**config.mk**
```make
export PLATFORM = sky130hd
export DESIGN_NAME = smr_dev_flat
export DESIGN_NICKNAME = d
export VERILOG_FILES = /design/src/verilog/smr_pkg.sv /design/src/verilog/smr_link_if.sv /design/src/verilog/smr_dev.sv /design/src/flat_wrapper.sv
export VERILOG_INCLUDE_DIRS = /design/src /design/src/verilog
export SDC_FILE = /design/constraint.sdc
export NUM_CORES = 1
export LEC_CHECK = 0
export ABC_CLOCK_PERIOD_IN_PS = 2250
export BUFFER_PORTS_ARGS = -buffer_cell sky130_fd_sc_hd__buf_2
export CORE_MARGIN = 2
export CORE_UTILIZATION = 60
export DETAILED_ROUTE_END_ITERATION = 10
export PLACE_DENSITY = 0.8
export SYNTH_ARGS = -nofsm -noshare
export SYNTH_HDL_FRONTEND = slang
export SYNTH_SLANG_ARGS = --single-unit
```
**constraint.sdc**
```tcl
create_clock -name sys_clk_in -period 2.25 [get_ports sys_clk_in]
set_clock_uncertainty 0.15 [all_clocks]
set_input_delay 0.3375 -clock sys_clk_in [delete_from_list [all_inputs] [get_ports sys_clk_in]]
set_output_delay 0.3375 -clock sys_clk_in [all_outputs]
set_load 0.01 [all_outputs]
```
**src/verilog/smr_regs.svh**
```systemverilog
// Constants for the serial memory read, pause and sleep link
`ifndef SMR_REGS_SVH
`define SMR_REGS_SVH
`define SMR_OP_READ      8'h03
`define SMR_OP_SLEEP     8'hb9
`define SMR_ADDR_BITS    18
`define SMR_ADDR_TOP     18'h3ffff
`define SMR_CLK_NS       8
`define SMR_WAKE_US      450
`define SMR_WAKE_CYC     ((`SMR_WAKE_US * 1000) / `SMR_CLK_NS)
`define SMR_SCK_HALF     4
`endif

```
**src/verilog/smr_pkg.sv**
```systemverilog
// Types shared by both ends of the serial memory link
package smr_pkg;
  typedef enum logic [2:0] {
    SMR_D_IDLE,
    SMR_D_OPC,
    SMR_D_ADDR,
    SMR_D_DATA,
    SMR_D_SKIP,
    SMR_D_SLEEP,
    SMR_D_WAKE
  } smr_dev_st_t;
  typedef enum logic [2:0] {
    SMR_H_IDLE,
    SMR_H_SHIFT,
    SMR_H_GAP,
    SMR_H_DONE
  } smr_host_st_t;
endpackage

```
**src/verilog/smr_link_if.sv**
```systemverilog
// Pin-level link between the bus master and the memory device
`timescale 1ns/10ps
interface smr_link_if;
  logic sel_b;
  logic sck;
  logic mosi;
  logic pause_b;
  logic miso_o;
  logic miso_oe;
  wire  miso;
  // A released line shows the opposite level, so a silent device is noticed
  assign miso = miso_oe ? miso_o : ~miso_o;
  modport dev  (input sel_b, input sck, input mosi, input pause_b,
                output miso_o, output miso_oe);
  modport host (output sel_b, output sck, output mosi, output pause_b,
                input miso);
endinterface

```
**src/verilog/smr_dev.sv**
```systemverilog
// Device end: read command, pause and sleep with wake-up recovery
// Notes on behaviour
// [RQ1] Opcode then three address bytes start read
// [RQ2] Data input ignored after address until end
// [RQ3] Eight clocks per byte, MSB first
// [RQ4] Address increments per byte, wraps to zero
// [RQ5] Select rising ends read; new opcode needed
// [RQ6] Pause low with clock low suspends
// [RQ7] Pause high with clock low resumes
// [RQ8] Master changes pause only with clock low
// [RQ9] Sleep opcode then select rising sleeps
// [RQ10] Asleep: clock, data ignored, output off
// [RQ11] Select falling wakes within recovery time
// [RQ12] Output off, opcodes ignored during wake-up
// [RQ13] Master may send dummy read, then wait
// [RQ14] Read opcode is byte value three
// [RQ15] Upper six address bits are ignored
// [RQ16] Output off when not returning data
`timescale 1ns/10ps
`include "smr_regs.svh"
module smr_dev #(
  parameter int unsigned WAKE_CYC = `SMR_WAKE_CYC
) (
  input  wire logic        sys_clk_in,
  input  wire logic        rst_b_in,
  smr_link_if.dev          link,
  input  wire logic [7:0]  mem_rdata_in,
  output logic      [17:0] mem_addr_out,
  output logic             asleep_out,
  output logic             waking_out
);
  // ----------------------------------------------------------------
  // State
  // ----------------------------------------------------------------
  typedef struct packed {
    logic [2:0]          sel_s;
    logic [2:0]          sck_s;
    logic [2:0]          mosi_s;
    logic [2:0]          pause_s;
    logic                sel_b;
    logic                sck;
    logic                pause_b;
    smr_pkg::smr_dev_st_t st;
    logic [2:0]          bit_cnt;
    logic [1:0]          byte_cnt;
    logic [7:0]          sh;
    logic [17:0]         addr;
    logic [7:0]          dout;
    logic                oe;
    logic                sleep_req;
    logic [19:0]         wake_cnt;
  } smr_dev_s_t;
  smr_dev_s_t s_q;
  smr_dev_s_t s_d;
  logic sel_new;
  logic sck_new;
  logic pause_new;
  logic sck_rise;
  logic sck_fall;
  logic sel_fall;
  logic sel_rise;
  logic active;
  // ----------------------------------------------------------------
  // Edge detection on filtered pins
  // ----------------------------------------------------------------
  // Select, clock and pause change only when stages two and three agree, against glitches
  always_comb
  begin
    sel_new   = (s_q.sel_s[1] == s_q.sel_s[2]) ? s_q.sel_s[2] : s_q.sel_b;
    sck_new   = (s_q.sck_s[1] == s_q.sck_s[2]) ? s_q.sck_s[2] : s_q.sck;
    pause_new = (s_q.pause_s[1] == s_q.pause_s[2]) ? s_q.pause_s[2] : s_q.pause_b;
    sel_fall  = s_q.sel_b & ~sel_new;
    sel_rise  = ~s_q.sel_b & sel_new;
    // Pause only changes while the clock is low, so it gates edges
    active    = ~s_q.sel_b & s_q.pause_b;                         // RQ6 RQ7 RQ8
    sck_rise  = active & ~s_q.sck & sck_new;
    sck_fall  = active & s_q.sck & ~sck_new;
  end
  // ----------------------------------------------------------------
  // Protocol machine
  // ----------------------------------------------------------------
  always_comb
  begin
    s_d          = s_q;
    s_d.sel_s    = {s_q.sel_s[1:0], link.sel_b};
    s_d.sck_s    = {s_q.sck_s[1:0], link.sck};
    s_d.mosi_s   = {s_q.mosi_s[1:0], link.mosi};
    s_d.pause_s  = {s_q.pause_s[1:0], link.pause_b};
    s_d.sel_b    = sel_new;
    s_d.sck      = sck_new;
    // Pause level taken only while clock low; a pause change with clock high waits for clock low
    if (~s_q.sck)
      s_d.pause_b = pause_new;                                    // RQ6 RQ7
    case (s_q.st)
      smr_pkg::SMR_D_IDLE:
      begin
        s_d.oe = 1'b0;                                            // RQ16
        if (sel_fall)
        begin
          s_d.st       = smr_pkg::SMR_D_OPC;
          s_d.bit_cnt  = 3'h0;
          s_d.byte_cnt = 2'h0;
        end
      end
      smr_pkg::SMR_D_OPC,
      smr_pkg::SMR_D_ADDR:
      begin
        if (sck_rise)
        begin
          s_d.sh      = {s_q.sh[6:0], s_q.mosi_s[2]};
          s_d.bit_cnt = s_q.bit_cnt + 3'h1;
          if (s_q.bit_cnt == 3'h7)
          begin
            if (s_q.st == smr_pkg::SMR_D_OPC)
            begin
              if (s_d.sh == `SMR_OP_READ)                         // RQ14 RQ1
                s_d.st = smr_pkg::SMR_D_ADDR;
              else
              begin
                s_d.sleep_req = (s_d.sh == `SMR_OP_SLEEP);        // RQ9
                s_d.st        = smr_pkg::SMR_D_SKIP;
              end
            end
            else
            begin
              // Upper six bits of the first byte fall off the 18-bit field
              s_d.addr     = {s_q.addr[9:0], s_d.sh};             // RQ1 RQ15
              s_d.byte_cnt = s_q.byte_cnt + 2'h1;
              if (s_q.byte_cnt == 2'h2)
                s_d.st = smr_pkg::SMR_D_DATA;                     // RQ2
            end
          end
        end
      end
      smr_pkg::SMR_D_DATA:
      begin
        // Data input no longer read here
        if (sck_fall)                                             // RQ2 RQ3
        begin
          s_d.oe = 1'b1;
          if (s_q.bit_cnt == 3'h0)
            s_d.dout = mem_rdata_in;
          else
            s_d.dout = {s_q.dout[6:0], 1'b0};                     // RQ3
        end
        if (sck_rise)
        begin
          s_d.bit_cnt = s_q.bit_cnt + 3'h1;
          if (s_q.bit_cnt == 3'h7)
            s_d.addr = (s_q.addr == `SMR_ADDR_TOP) ? 18'h00000 :  // RQ4
                       s_q.addr + 18'h00001;
        end
      end
      smr_pkg::SMR_D_SKIP:
        s_d.oe = 1'b0;
      smr_pkg::SMR_D_SLEEP:
      begin
        s_d.oe = 1'b0;                                            // RQ10
        if (sel_fall)
        begin
          s_d.st       = smr_pkg::SMR_D_WAKE;                     // RQ11
          s_d.wake_cnt = 20'h00000;
        end
      end
      smr_pkg::SMR_D_WAKE:
      begin
        s_d.oe       = 1'b0;                                      // RQ12
        s_d.wake_cnt = s_q.wake_cnt + 20'h00001;
        if (s_q.wake_cnt >= 20'(WAKE_CYC - 1))                    // RQ11
          s_d.st = s_q.sel_b ? smr_pkg::SMR_D_IDLE : smr_pkg::SMR_D_SKIP;
      end
      default:
        s_d.st = smr_pkg::SMR_D_IDLE;
    endcase
    // Select rising ends any transfer except in sleep or wake-up; a pause does not block it
    if (sel_rise && s_q.st != smr_pkg::SMR_D_SLEEP && s_q.st != smr_pkg::SMR_D_WAKE)
    begin
      s_d.oe        = 1'b0;                                       // RQ5 RQ16
      s_d.sleep_req = 1'b0;
      s_d.st        = s_q.sleep_req ? smr_pkg::SMR_D_SLEEP : smr_pkg::SMR_D_IDLE;
    end
  end
  // ----------------------------------------------------------------
  // Registers
  // ----------------------------------------------------------------
  always_ff @(posedge sys_clk_in or negedge rst_b_in)
  begin
    if (!rst_b_in)
    begin
      s_q         <= '0;
      s_q.sel_s   <= 3'h7;
      s_q.pause_s <= 3'h7;
      s_q.sel_b   <= 1'b1;
      s_q.pause_b <= 1'b1;
      s_q.st      <= smr_pkg::SMR_D_IDLE;
    end
    else
      s_q <= s_d;
  end
  // Output enable also drops while paused
  assign link.miso_o   = s_q.dout[7];
  assign link.miso_oe  = s_q.oe & ~s_q.sel_b & s_q.pause_b;       // RQ16
  assign mem_addr_out  = s_q.addr;
  assign asleep_out    = (s_q.st == smr_pkg::SMR_D_SLEEP);
  assign waking_out    = (s_q.st == smr_pkg::SMR_D_WAKE);
endmodule

```
**src/flat_wrapper.sv**
```systemverilog
// flat-port wrapper written by rule: the top's interface ports become plain ports
module smr_dev_flat 
#(
  parameter int unsigned WAKE_CYC = `SMR_WAKE_CYC
)
  (sys_clk_in, rst_b_in, mem_rdata_in, mem_addr_out, asleep_out, waking_out, link_sel_b, link_sck, link_mosi, link_pause_b, link_miso_o, link_miso_oe);
  smr_link_if link_i ();
  input  wire logic sys_clk_in;
  input  wire logic rst_b_in;
  input  wire logic [7:0] mem_rdata_in;
  output logic      [17:0] mem_addr_out;
  output logic asleep_out;
  output logic waking_out;
  input wire logic [$bits(link_i.sel_b)-1:0] link_sel_b;
  input wire logic [$bits(link_i.sck)-1:0] link_sck;
  input wire logic [$bits(link_i.mosi)-1:0] link_mosi;
  input wire logic [$bits(link_i.pause_b)-1:0] link_pause_b;
  output wire logic [$bits(link_i.miso_o)-1:0] link_miso_o;
  output wire logic [$bits(link_i.miso_oe)-1:0] link_miso_oe;
  assign link_i.sel_b = link_sel_b;
  assign link_i.sck = link_sck;
  assign link_i.mosi = link_mosi;
  assign link_i.pause_b = link_pause_b;
  assign link_miso_o = link_i.miso_o;
  assign link_miso_oe = link_i.miso_oe;
  smr_dev #(.WAKE_CYC(WAKE_CYC)) u_core (.sys_clk_in(sys_clk_in), .rst_b_in(rst_b_in), .link(link_i), .mem_rdata_in(mem_rdata_in), .mem_addr_out(mem_addr_out), .asleep_out(asleep_out), .waking_out(waking_out));
endmodule
```
# Word-level counts from Yosys, hierarchy flattened
# Cells that the tools add are included.
[word_totals]
ff_bits = 79
inputBits = 14
word_cells = 128
[op_classes]
n_addsub = 4
n_lt_le_gt_ge = 1
n_eq_ne = 32
n_mux = 36
bitwise_logic = 13
reduce_logical = 26
[op_table]
columns = ["cell", "count"]
rows = [
  ["$mux 18", 5],
  ["$pmux 20 s2", 1],
  ["$pmux 18 s2", 1],
  ["$mux 34", 1],
  ["$mux 3", 10],
  ["$add 20x1->20 const B", 1],
  ["$ge 20x16->1 const B", 1],
  ["$mux 20", 1],
  ["$add 18x1->18 const B", 1],
  ["$eq 18x18->1 const B", 1],
  ["$ne 3x1->1 const B", 6],
  ["$mux 8", 2],
  ["$pmux 3 s5", 1],
  ["$ne 2x1->1 const B", 7],
  ["$reduce_bool 2->1", 7],
  ["$eq 3x3->1 const B", 4],
  ["$reduce_and 2->1", 5],
  ["$reduce_and 5->1", 2],
  ["$and 1x1->1", 9],
  ["$pmux 3 s3", 1],
  ["$eq 8x2->1 const B", 1],
  ["$eq 8x8->1 const B", 1],
  ["$mux 1", 8],
  ["$reduce_and 7->1", 1],
  ["other kinds (20)", 34],
]

# Depth between registers and ports, before layout
[logic_depth]
ltp_word = 7
depth_mapped = 8
depth_no_buf = 7

# Worst setup path after synthesis
# No wires, ideal clock.
[synth_path]
path_type = "register to register"
start = "register u_core.s_q[66] (netlist bit)"
end = "register u_core.s_q[61] (netlist bit)"
arrival_ns = 1.734
required_ns = 1.974
setup_slack_ns = 0.240
path_stages_with_launch = 7
n_path_buf = 1
cell_sequence = "dfstp_2 and3b_1 buf_6 a2111oi_4 a211oi_2 and2_4 a221o_1"
[synth_via]
elab_chain_cells = 6
elab_cells_between_ends = 19
cone_classes = "eq/ne (7); mux (2); bitwise (7); reduce/logical (3)"
[synth_lines]
columns = ["item", "line_no", "text"]
rows = [
  ["start: declaration", "smr_dev.sv:53", "smr_dev_s_t s_q;"],
  ["$not 1->1 / $mux 1 (equally long branches)", "smr_dev.sv:73, smr_dev.sv:75, smr_dev.sv:69", ""],
  ["$and 1x1->1, on equally long branches", "smr_dev.sv:75, smr_dev.sv:73", ""],
  ["$and 1x1->1 / $logic_and 1x1->1 (equally long branches) (2 in series)", "smr_dev.sv:76, smr_dev.sv:176", ""],
  ["$ne 3x1->1 (no source line) (tied with other cells)", "n/a", ""],
  ["$reduce_and 7->1 (no source line)", "n/a", ""],
]
# Several ways; a longest one is shown, not always the timed one.
# A chain may end at the register's enable or synchronous reset.

# Final worst setup path
# Ends and elaborated chain as after synthesis.

==> results_dict.tcl <==
set metrics [dict create \
    io_pins 36 \
    p_leak_nw 2.18 \
    n_fill_cell 530 \
    cts_buffer_depth 2 \
    syn_area_sq_um 4320 \
    drive_gt1_frac 0.214 \
    async_flop_share 1.00 \
    multi_input_area_sq_um 2070 \
    avgSynthCellArea_sq_um 9.57 \
    final_cell_area_sq_um 4930 \
    grt_max_degree 44 \
    synth_top_area_frac 0.405 \
    hold_viol 0 \
    grtUsageTotal 0.256 \
    via_count 3724 \
    crit_required_ps 2330 \
    ys_types 71 \
    met3_length_um 643 \
    post-place-ws_ps 79.9 \
    timing.fmax_mhz 464 \
    finalSetupViolCount 0 \
    antennaDiodeCount 0 \
    maxSlewHeadroom 0.526 \
    ys_ff_latch 78 \
    portBuffers 35 \
    area_growth_pct 13.9 \
    cts_tree "built" \
    start_util 0.630 \
    placementRows 30 \
    final_util 0.717 \
    drc 0 \
    worst_setup_path_end_kind "flop" \
    coreArea_sq_um 6870 \
    h-tree-depth 3 \
    tns_ps 0 \
    ys.flop_type "dfrtp_1" \
    wl_met1_um 3990 \
    met2_length_um 4630 \
    ys_top_cells_by_area "dfrtp_1, dfstp_2, buf_4" \
    maxCapViolations 0 \
    fin_ws_ps 94.0 \
    place.gp.congestion 0.938 \
    syn_inst 452 \
    grt_pass1_vias 3472 \
    r2r_setup_slack_ps 90 \
    die_h_um 88.9 \
    final.min_clock_period_ps 2160 \
    critPathArrivalTime_ps 2240 \
    clock-sinks 78 \
    path_max_fanout 10 \
    root_buffer "clkbuf_8" \
    yosysSeqAreaShare 0.454 \
    yosys.area.top_type "dfrtp_1" \
    drt_iter0_drc 269 \
    place_area_sq_um 4630 \
    crit_type "reg2reg" \
    hold_path_class "in2reg" \
    antenna_found_initial 0 \
    grt_pass1_wl_um 15800 \
    worst_slew_pin_slew_ps 710 \
    antenna_left 0 \
    design_power_total_w 0.00421 \
    first_pass_iters 5 \
    wirelength_um 9460 \
    outcome "finished, final reports clean" \
    via_per_inst 6.26 \
    grt_overflow 0 \
    start_kind "flop" \
    nets 516 \
    top_layer "met4" \
    clk_latency_ps 350 \
    maxSlewViolCount 0 \
    ys_warn_count 0 \
    rsz0062_at_grt "no" \
    cts_setup_buffers 0 \
    synth_edf_count 0 \
    path_clk_slew_ps 80 \
    p_per_area_nw_per_um2 854 \
    dieWidth_um 88.9 \
    dp_hpwl_um 6720 \
    period_share 0.958 \
    cts_made_buffers 9 \
    routedWlPerCell_um 15.9 \
    register_area_sq_um 1960 \
    syn_nets 474 \
    irDropWorstVdd_mv 0.483 \
    die-area_sq_um 7900 \
]
==> worst paths after layout <==
check	start	endpoint	cells past startpoint
setup reg to reg	u_core.s_q[66]	u_core.s_q[61]	5
hold / removal	mem_rdata_in[0]	u_core.s_q[22]	3
max in group asynchronous	rst_b_in	u_core.s_q[4]	3
setup / recovery	u_core.s_q[66]	u_core.s_q[61]	5
min in group asynchronous	rst_b_in	u_core.mem_addr_out[9]	2
hold reg to reg	u_core.s_d[74]	u_core.s_d[75]	0
==> stage by stage <==
stage | hold WS [ps] | instances
3_3_place_gp | 165 | 574
6_report | 71.8 | 595
5_1_grt | 77.8 | 595
3_5_place_dp | 169 | 574
4_1_cts | 69.7 | 595
2_1_floorplan | -108 | 452
==> registers in the layout (all words and copies together), names as in the netlist <==
name / cells
u_core.s_q: 51
u_core.mem_addr_out: 18
u_core.s_d: 8
u_core.link.miso_o: 1
==> area by class of cell <==
cell class	count	share of cell area
Multi-Input combinational cell	318	0.421
Sequential cell	78	0.398
Timing Repair Buffer	68	0.0940
Clock buffer	10	0.0259
Tap cell	96	0.0244
Clock inverter	6	0.0223
Inverter	19	0.0145
==> cell families (layout without fill, tap and decap cells) <==
family,after synthesis,count (layout),synth area share
XOR/XNOR,1,1,0.00203
AO/OA/AOI/OAI,129,129,0.202
adder cells (fa/ha/maj),8,8,0.0231
AND/OR/NAND/NOR,161,161,0.203
multiplexers,19,19,0.0460
flip-flops,78,78,0.454
buffers and inverters,56,103,0.0694
==> placed cells by master (no fill, tap or decap), types with 12 or more instances in the layout <==
cell type  synthesis  layout
nor2_1            28      28
inv_1             19      19
buf_4             20      27
nand2_1           39      39
nand3_1           26      26
nand4_1           14      14
a21oi_1           26      26
dfrtp_1           70      70
buf_2              6      34
o21ai_0           28      28
mux2i_1           12      12
==> timing repair <==
action | CTS | global route
hold buffers | 5 | 0
endpoints found under the setup margin | 0 | 6
resized for setup | 0 | 2
hold endpoints to repair | 31 | 0
==> power breakdown <==
| group | total (W) | internal, W | switching [W] |
|---|---|---|---|
| Sequential | 0.00169 | 0.00155 | 0.000147 |
| Clock | 0.00124 | 0.000735 | 0.000503 |
| Combinational | 0.00127 | 0.000546 | 0.000727 |
| Total | 0.00421 | 0.00283 | 0.00138 |
==> Yosys cell counts (2+ instances only) <==
cell type  number
a21o_1          2
a21oi_1        26
a221o_1         6
a22o_1          6
a22oi_1         2
a31oi_1         8
a41o_1          2
and2_1          2
and3_1          4
and3b_1         3
buf_1           2
buf_2           6
buf_4          20
clkbuf_1        8
dfrtp_1        70
dfstp_2         8
ha_1            8
inv_1          19
mux2_1          2
mux2_2          5
mux2i_1        12
nand2_1        39
nand2b_1        3
nand3_1        26
nand3b_1        3
nand4_1        14
nor2_1         28
nor2b_1         3
nor3_1          8
nor3_2          4
nor3b_1         3
nor4_1          4
o211ai_1        4
o21a_1          2
o21ai_0        28
o21ai_1        10
o22ai_1         4
o31a_1          2
o31ai_1         6
o32ai_1         2
o41ai_1         4
or3_1           3
or3b_1          2
or4_1           2
==> worst max-delay path, cell delays in order, from the launching register on <==
cell	delay [ps]
dfstp_2	600
and3b_1	330
a2111oi_4	380
a211oi_2	100
and2_4	180
a221o_1	310
==> metal layers <==
metal | vias to the layer above | track usage
met3 | 31 | 0.0609
met1 | 1778 | 0.336
met4 | 0 | 0.0758
met5 | - | 0
met2 | 162 | 0.426
li1 | 1753 | -
Note: power is estimated with default switching activity, not from simulation.
